File: src/inc/vcal_pkg.sv
package vcal_pkg;
   localparam logic [15:0] VCAL_TRAVEL_CLOSE = 16'h0064; // 100 ticks
   localparam logic [15:0] VCAL_TRAVEL_OPEN = 16'h006E; // 110 ticks
   localparam logic [15:0] VCAL_TRAVEL_BOTH = 16'h0078; // 120 ticks
   localparam logic [15:0] VCAL_PULSE_LEN = 16'h001E; // 30 ticks
   localparam logic [15:0] VCAL_CRACK_TIME = 16'h0032; // 50 ticks
   localparam logic [15:0] VCAL_TICK_DIV = 16'h0019; // 25 clk per tick = 1 us
   localparam logic [31:0] VCAL_ADR_CTRL = 32'h0000_0000;
   localparam logic [31:0] VCAL_ADR_STAT = 32'h0000_0004;
   localparam logic [31:0] VCAL_ADR_IRQ = 32'h0000_0008;
   localparam logic [31:0] VCAL_ADR_MASK = 32'h0000_000C;
   localparam logic [31:0] VCAL_ADR_MAN = 32'h0000_0010;
   localparam logic [31:0] VCAL_CTRL_RST = 32'h0000_0000;

   typedef enum logic [1:0] {VCAL_CONF_CLOSE, VCAL_CONF_OPEN, VCAL_CONF_BOTH, VCAL_CONF_DBB}
      vcal_conf_t;
   typedef enum logic [1:0] {VCAL_ACT_SPRING, VCAL_ACT_BISTABLE, VCAL_ACT_MOTOR}
      vcal_act_t;

   // control register fields
   typedef struct packed {
      logic [19:0] spare;
      logic [3:0] manifold;
      logic interlockEn;
      logic selectorEn;
      logic [1:0] act;
      logic [1:0] conf;
      logic interlock;
      logic command;
   } vcal_ctrl_t;

   // drive outputs
   typedef struct packed {
      logic openDrive;
      logic closeDrive;
      logic motorFwd;
      logic motorRev;
      logic bleedDrive;
   } vcal_drive_t;
endpackage : vcal_pkg

File: src/hdl/vcal_timer.sv
`timescale 1ns/1ps
`default_nettype none
module vcal_timer
   import vcal_pkg::*;
(
   input wire logic clk,
   input wire logic sys_rst,
   input wire logic tick,
   input wire logic pulseMode,
   input wire logic trig,
   input wire logic [15:0] preset,
   output logic q
);
   logic [15:0] count;
   logic trigLast;

   ////////////////////////////////////////////////////////////////
   // on-delay: q after trig held preset ticks; pulse: preset ticks per rise
   always_ff @(posedge clk)
   begin
      if (sys_rst)
      begin
         count <= 16'h0000;
         q <= 1'b0;
         trigLast <= 1'b1; // no false edge from a trigger idling high
      end
      else if (!pulseMode)
      begin
         trigLast <= trig;
         if (!trig)
         begin
            count <= 16'h0000;
            q <= 1'b0;
         end
         else if (tick && count < preset)
            count <= count + 16'h0001;
         else if (count >= preset)
            q <= 1'b1;
      end
      else
      begin
         trigLast <= trig;
         if (trig && !trigLast && !q)
         begin
            q <= 1'b1;
            count <= 16'h0000;
         end
         else if (q && tick)
         begin
            count <= count + 16'h0001;
            if (count + 16'h0001 >= preset)
               q <= 1'b0;
         end
      end
   end
endmodule : vcal_timer
`default_nettype wire

File: src/hdl/vcal_valve.sv
`timescale 1ns/1ps
`default_nettype none
module vcal_valve
   import vcal_pkg::*;
(
   input wire logic clk,
   input wire logic sys_rst,
   input wire logic wb_cyc_i,
   input wire logic wb_stb_i,
   input wire logic wb_we_i,
   input wire logic [31:0] wb_adr_i,
   input wire logic [31:0] wb_dat_i,
   input wire logic [3:0] wb_sel_i,
   output logic [31:0] wb_dat_o,
   output logic wb_ack_o,
   input wire logic [7:0] fieldIn,
   output logic openDrive,
   output logic closeDrive,
   output logic motorFwd,
   output logic motorRev,
   output logic bleedDrive,
   output logic [3:0] manifoldDrive,
   output logic alarm,
   output logic irq
);
   vcal_ctrl_t ctrl;
   logic [7:0] inMeta;
   logic [7:0] inSync;
   logic [15:0] tickCnt;
   logic tick;
   logic effCmd;
   logic openReq;
   logic closeReq;
   logic alarmCond;
   logic [15:0] travel;
   logic travelAlarm;
   logic pulseOpen;
   logic pulseClose;
   logic crackFault;
   logic [15:0] crackCnt;
   logic crackArmed;
   logic effLast;
   logic [1:0] logicSlot;
   logic [3:0] irqStat;
   logic [3:0] irqMask;
   logic [3:0] events;
   logic alarmLast;
   logic interlockLast;
   logic [31:0] rdData;
   logic access;
   vcal_conf_t conf;
   vcal_act_t act;

   // decode one byte lane write
   function automatic logic [7:0] lane(input logic [7:0] old, input logic [7:0] nw,
      input logic en);
      lane = en ? nw : old;
   endfunction : lane

   assign conf = vcal_conf_t'(ctrl.conf);
   assign act = vcal_act_t'(ctrl.act);
   assign access = wb_cyc_i && wb_stb_i && !wb_ack_o;

   ////////////////////////////////////////////////////////////////
   // field inputs through two flops
   always_ff @(posedge clk)
   begin
      if (sys_rst)
      begin
         inMeta <= 8'h00;
         inSync <= 8'h00;
      end
      else
      begin
         inMeta <= fieldIn;
         inSync <= inMeta;
      end
   end

   // common timer tick
   always_ff @(posedge clk)
   begin
      if (sys_rst || tickCnt == VCAL_TICK_DIV - 16'h0001)
         tickCnt <= 16'h0000;
      else
         tickCnt <= tickCnt + 16'h0001;
   end
   assign tick = (tickCnt == VCAL_TICK_DIV - 16'h0001);

   ////////////////////////////////////////////////////////////////
   // effective command and drive requests
   always_comb
   begin
      effCmd = ctrl.command;
      if (ctrl.selectorEn)
         effCmd = (ctrl.command && !inSync[3]) || inSync[2];
      openReq = effCmd;
      closeReq = !effCmd;
      if (ctrl.interlockEn)
      begin
         openReq = effCmd && ctrl.interlock;
         closeReq = !effCmd || !ctrl.interlock;
      end
   end

   // alarm expression per confirm wiring, in1=open in2=close
   always_comb
   begin
      unique case (conf)
         VCAL_CONF_CLOSE:
         begin
            alarmCond = (!effCmd && !inSync[1]) || (effCmd && inSync[1]);
            travel = VCAL_TRAVEL_CLOSE;
         end
         VCAL_CONF_OPEN:
         begin
            alarmCond = (effCmd && !inSync[0]) || (!effCmd && inSync[0]);
            travel = VCAL_TRAVEL_OPEN;
         end
         VCAL_CONF_BOTH:
         begin
            alarmCond = (!effCmd && !inSync[1]) || (effCmd && !inSync[0])
               || (inSync[0] && inSync[1]);
            travel = VCAL_TRAVEL_BOTH;
         end
         VCAL_CONF_DBB:
         begin
            // close confirms on inputs 1..3 for V1, V2, bleed V3
            alarmCond = (!effCmd && (!inSync[0] || !inSync[1] || inSync[2]))
               || (effCmd && (inSync[0] || inSync[1] || !inSync[2]));
            travel = VCAL_TRAVEL_OPEN;
         end
      endcase
   end

   vcal_timer travelTimer (
      .clk(clk),
      .sys_rst(sys_rst),
      .tick(tick),
      .pulseMode(1'b0),
      .trig(alarmCond),
      .preset(travel),
      .q(travelAlarm)
   );

   vcal_timer openPulse (
      .clk(clk),
      .sys_rst(sys_rst),
      .tick(tick),
      .pulseMode(1'b1),
      .trig(openReq),
      .preset(VCAL_PULSE_LEN),
      .q(pulseOpen)
   );

   vcal_timer closePulse (
      .clk(clk),
      .sys_rst(sys_rst),
      .tick(tick),
      .pulseMode(1'b1),
      .trig(closeReq),
      .preset(VCAL_PULSE_LEN),
      .q(pulseClose)
   );

   ////////////////////////////////////////////////////////////////
   // crack time check for motor valve
   always_ff @(posedge clk)
   begin
      if (sys_rst)
      begin
         crackCnt <= 16'h0000;
         crackArmed <= 1'b0;
         crackFault <= 1'b0;
         effLast <= 1'b0;
      end
      else
      begin
         effLast <= effCmd;
         if (act != VCAL_ACT_MOTOR)
         begin
            crackArmed <= 1'b0;
            crackFault <= 1'b0;
         end
         else if (effCmd != effLast)
         begin
            crackArmed <= 1'b1;
            crackCnt <= 16'h0000;
            crackFault <= 1'b0;
         end
         else if (crackArmed)
         begin
            // leaving closed needs close confirm to drop, and vice versa
            if ((effCmd && !inSync[1]) || (!effCmd && !inSync[0]))
               crackArmed <= 1'b0;
            else if (crackCnt >= VCAL_CRACK_TIME)
            begin
               crackFault <= 1'b1;
               crackArmed <= 1'b0;
            end
            else if (tick)
               crackCnt <= crackCnt + 16'h0001;
         end
      end
   end

   ////////////////////////////////////////////////////////////////
   // actuator drive flops
   always_ff @(posedge clk)
   begin
      if (sys_rst)
      begin
         openDrive <= 1'b0;
         closeDrive <= 1'b0;
         motorFwd <= 1'b0;
         motorRev <= 1'b0;
         bleedDrive <= 1'b0;
      end
      else
      begin
         openDrive <= 1'b0;
         closeDrive <= 1'b0;
         motorFwd <= 1'b0;
         motorRev <= 1'b0;
         bleedDrive <= 1'b0;
         if (conf == VCAL_CONF_DBB)
         begin
            // bleed powered (shut) unless mains confirm closed and closing
            bleedDrive <= !(!openReq && inSync[0] && inSync[1]);
            openDrive <= openReq && inSync[2];
         end
         else
         begin
            unique case (act)
               VCAL_ACT_SPRING: openDrive <= openReq;
               VCAL_ACT_BISTABLE:
               begin
                  openDrive <= pulseOpen;
                  closeDrive <= pulseClose;
               end
               VCAL_ACT_MOTOR:
               begin
                  // run until the target confirm closes
                  motorFwd <= openReq && !inSync[0] && !crackFault;
                  motorRev <= closeReq && !inSync[1] && !crackFault;
               end
               default: openDrive <= 1'b0;
            endcase
         end
      end
   end

   // manifold valves each follow their own bit
   always_ff @(posedge clk)
   begin
      if (sys_rst)
         manifoldDrive <= 4'h0;
      else
         manifoldDrive <= ctrl.manifold;
   end

   ////////////////////////////////////////////////////////////////
   // last expression slot holds alarm, reported to net block
   always_ff @(posedge clk)
   begin
      if (sys_rst)
      begin
         logicSlot <= 2'b00;
         alarm <= 1'b0;
      end
      else
      begin
         logicSlot <= {crackFault, travelAlarm};
         alarm <= travelAlarm || crackFault;
      end
   end

   ////////////////////////////////////////////////////////////////
   // interrupt events: alarm rise, crack fault, interlock active, command edge
   always_comb
   begin
      events = {effCmd != effLast, ctrl.interlockEn && !ctrl.interlock && interlockLast,
         crackFault && !logicSlot[1], travelAlarm && !alarmLast};
   end

   always_ff @(posedge clk)
   begin
      if (sys_rst)
      begin
         irqStat <= 4'h0;
         alarmLast <= 1'b0;
         interlockLast <= 1'b0;
      end
      else
      begin
         alarmLast <= travelAlarm;
         interlockLast <= ctrl.interlock;
         if (access && !wb_we_i && wb_adr_i == VCAL_ADR_IRQ)
            irqStat <= events; // set wins over read clear
         else
            irqStat <= irqStat | events;
      end
   end
   assign irq = |(irqStat & irqMask);

   ////////////////////////////////////////////////////////////////
   // wishbone register writes
   always_ff @(posedge clk)
   begin
      if (sys_rst)
      begin
         ctrl <= VCAL_CTRL_RST;
         irqMask <= 4'h0;
      end
      else if (access && wb_we_i)
      begin
         if (wb_adr_i == VCAL_ADR_CTRL)
         begin
            ctrl[7:0] <= lane(ctrl[7:0], wb_dat_i[7:0], wb_sel_i[0]);
            ctrl[11:8] <= 4'(lane({4'h0, ctrl[11:8]}, wb_dat_i[15:8], wb_sel_i[1]));
         end
         if (wb_adr_i == VCAL_ADR_MASK)
            irqMask <= 4'(lane({4'h0, irqMask}, wb_dat_i[7:0], wb_sel_i[0]));
      end
   end

   // read mux, unmapped reads zero
   always_comb
   begin
      unique case (wb_adr_i)
         VCAL_ADR_CTRL: rdData = {20'h0_0000, ctrl[11:0]};
         VCAL_ADR_STAT: rdData = {22'h00_0000, logicSlot, inSync};
         VCAL_ADR_IRQ: rdData = {28'h000_0000, irqStat};
         VCAL_ADR_MASK: rdData = {28'h000_0000, irqMask};
         VCAL_ADR_MAN: rdData = {24'h00_0000, 3'b000, openDrive, closeDrive, motorFwd,
            motorRev, bleedDrive};
         default: rdData = 32'h0000_0000;
      endcase
   end

   // one wait-free ack, data registered
   always_ff @(posedge clk)
   begin
      if (sys_rst)
      begin
         wb_ack_o <= 1'b0;
         wb_dat_o <= 32'h0000_0000;
      end
      else
      begin
         wb_ack_o <= access;
         wb_dat_o <= access ? rdData : 32'h0000_0000;
      end
   end
endmodule : vcal_valve
`default_nettype wire

File: config.mk
export PLATFORM = sky130hd
export DESIGN_NAME = vcal_valve
export DESIGN_NICKNAME = d
export VERILOG_FILES = /design/src/inc/vcal_pkg.sv /design/src/hdl/vcal_timer.sv /design/src/hdl/vcal_valve.sv
export SDC_FILE = /design/constraint.sdc
export NUM_CORES = 1
export LEC_CHECK = 0
export ABC_CLOCK_PERIOD_IN_PS = 2600
export BUFFER_PORTS_ARGS = -buffer_cell sky130_fd_sc_hd__buf_2
export CELL_PAD_IN_SITES_DETAIL_PLACEMENT = 1
export CELL_PAD_IN_SITES_GLOBAL_PLACEMENT = 2
export CORE_MARGIN = 4
export CORE_UTILIZATION = 33
export DETAILED_ROUTE_END_ITERATION = 16
export PLACE_DENSITY = 0.9
export SLEW_MARGIN = 20
export SYNTH_ARGS = -nofsm -noshare
export SYNTH_HDL_FRONTEND = slang
export SYNTH_SLANG_ARGS = --single-unit
export TNS_END_PERCENT = 1
File: constraint.sdc
create_clock -name clk -period 2.6 [get_ports clk]
set_input_delay 0.26 -clock clk [delete_from_list [all_inputs] [get_ports clk]]
set_output_delay 0.26 -clock clk [all_outputs]
set_load 0.1 [all_outputs]
==> key figures <==
Worst setup path
  – Max incr delay on CP: 0.55 ns
  – Req. time, crit path: 2.91 ns
  – Crit Path Class: flop to flop
  – Largest fanout on the critical path: 11
  – CP Launch Type: flop
  – Top Family by Delay on Critical Path: compound AO/OA/AOI/OAI gates
  – Buf+Inv Stages, Crit Path: 2
  – Worst path slowest cell: o31ai_1
  – CP cell instances: inv_1, ha_1, nor4_1, o21ai_0, nor2_1, o31ai_1, buf_4, nor3_1, o21a_1
  – WP data arrival: 2.56 ns
  – Crit end category: flop

Cells and area
  – Share of cells above drive strength 1: 16.5%
  – Most frequent cells in the layout: dfxtp_1 (150), nor2_1 (114), buf_2 (82), nand2_1 (55), xor2_1 (36)
  – Final instance area: 8060 µm²
  – Fin util: 39.7%
  – ANT cells: 0
  – Most common cell after layout, fill and taps aside: dfxtp_1
  – Layout area overhead: 18.1%
  – Nets: 954

Clock network
  – Max clock buf depth: 2
  – Clk_lat worst skew: 0.42 ns
  – H-tree Lvls: 4
  – TritonCTS buffer count: 17
  – Post_cts resized: 0
  – # Post-CTS Setup Buffers: 0
  – CTS tree: yes
  – Clock Pin Slew Worst Setup and Hold Paths: 0.06 ns
  – CTS Root Cell: clkbuf_16
  – Cts hold-fix bufs: 0
  – CTS Sinks: 150

Place
  – Final RePlAce weighted congestion: 0.799
  – Hpwl dp: 12.6 mm
  – Placed cell area: 7450 µm²
  – IO buf count: 82
  – Post-Place Setup Slack: 0.396 ns

Route
  – Average wire per standard cell: 14.9 µm
  – DR top layer: met4
  – Vias: 5,622
  – Pre-antenna DRT Iters: 4
  – Initial drt markers: 212
  – Drt total wl: 17.1 mm
  – M1 WL: 7.85 mm
  – Post-route ant nets: 0
  – Met3 wire len: 790 µm
  – Met2 routed WL: 8.11 mm
  – Vias per cell: 4.92
  – Drt drc: 0

Pwr
  – Pwr Density: 638 nW/µm²
  – Maximum vdd ir drop: 0.341 mV
  – Total power: 5.14 mW
  – Leak: 3.29 nW

Die
  – Starting Density: 33.6%
  – Die Ht: 152 µm
  – Die X: 152 µm
  – DIE AREA: 23,000 µm²
  – # IOs: 125
  – Core ar.: 20,300 µm²
  – Row count: 52

Min path
  – Worst min path class: input port to flop

Timing
  – RSZ-0062 raised after global routing: false
  – Final worst slack: 0.346 ns
  – Setup TNS: 0 ns
  – Final setup violation count: 0
  – Max Slew Vio Count: 0
  – Fmax: 0.444 GHz
  – Final Critical Period: 2.25 ns
  – Hold Violations, Final: 0
  – Worst Skew: 0.00796 ns
  – Worst slew pin tran: 0.638 ns
  – Final period utilization: 86.7%
  – Rel. slew slack: 57.1%

Global routing
  – Vias in the first global route: 5,742
  – Initial antenna violation count: 0
  – Pin count of the biggest net entering global routing: 34
  – First-pass GRT wire length: 28.0 mm
  – Global route overflow: 0
  – GRT Total Usage: 15.3%

Yosys
  – Cell Area, Synth: 6820 µm²
  – Synth Warn #: 0
  – Post-Synthesis Cells: 778
  – Yosys cell types: 65
  – Flops & latches, synth: 150
  – Post-synth EDFFs: 0
  – Synth Area per Inst: 8.76 µm²
  – Async SR Flop Fraction: 0%
  – Register area share after synthesis: 44.0%
  – Primary FF master, synth: dfxtp_1

Flow run
  – Max_cap viols: 0

Run status
  – Run status: finished, final reports clean
[synthesized netlist by cell type, drive strengths merged (24+ instances only)]
master,n,area [µm²]
dfxtp,150,3000
nor2,116,454
nand2,55,206
xor2,36,315
buf,32,220
mux2i,31,310
nand3,28,140
nor2b,28,175
nand4,27,169
nor3,26,130
inv,24,90.1
[worst register-to-register path: stages, from the launching register on]
cell and delay (ns):
dfxtp_1 0.34, inv_1 0.07, ha_1 0.14, nor4_1 0.05, o21ai_0 0.36, nor2_1 0.10
o31ai_1 0.55, buf_4 0.29, nor3_1 0.07, o21a_1 0.18
[layer usage]
metal	GRT usage (%)	vias up
li1	-	2811
met1	18.5	2678
met2	26.8	109
met3	3.06	24
met4	5.53	0
met5	0	-
[report_power, final]
part | internal, mW | switching [mW] | total (mW)
Combinational | 0.0636 | 0.216 | 0.280
Clock | 1.52 | 1.01 | 2.53
Sequential | 2.32 | 0.0170 | 2.33
[path summary, 6_finish.rpt]
path | start | cells after the start | slack (ns) | end
worst max-delay path | crackCnt[0] | 9 | 0.35 | crackCnt[5]
worst min-delay path | fieldIn[2] | 2 | 0.05 | inMeta[2]
worst max register to register | crackCnt[0] | 9 | 0.35 | crackCnt[5]
worst min register to register | inMeta[6] | 1 | 0.44 | inSync[6]
[area by class of cell]
| class | instances | area, µm² |
|---|---|---|
| clock buffers | 18 | 429 |
| multi-input cells | 570 | 3500 |
| clock inverters | 14 | 174 |
| flip-flops and latches | 150 | 3000 |
| inverters | 24 | 90.1 |
| repair buffers | 97 | 523 |
| well taps | 270 | 338 |
| fillers | 2425 | 12200 |
[cell families (layout without fill, tap and decap cells)]
| kind of cell | after synthesis | after routing | share of synthesized area (%) |
|---|---|---|---|
| adder cells (fa/ha/maj) | 13 | 13 | 2.39 |
| flip-flops | 150 | 150 | 44.0 |
| buffers and inverters | 77 | 153 | 5.71 |
| AO/OA/AOI/OAI | 78 | 78 | 8.02 |
| XOR/XNOR | 56 | 56 | 7.19 |
| AND/OR/NAND/NOR | 370 | 370 | 27.7 |
| multiplexers | 33 | 33 | 4.88 |
| other | 1 | 20 | 0.0550 |
[through the flow]
stage / instances / hold WS (ns)
3_3_place_gp: 1111 / 0.421
3_5_place_dp: 1111 / 0.428
6_report: 1143 / 0.0516
5_1_grt: 1143 / 0.0490
4_1_cts: 1143 / 0.0409
2_1_floorplan: 797 / 0.388
[flip-flops by register name, indices dropped and copies added (netlist names), 2 cells and up]
name               flops
manifoldDrive          4
irqStat                4
travelTimer.count     16
inMeta                 8
tickCnt               16
wb_dat_o              12
openPulse.count       16
closePulse.count      16
crackCnt              16
conf                   2
act                    2
irqMask                4
logicSlot              2
inSync                 8
ctrl                   8
Note: power is estimated with default switching activity, not from simulation.
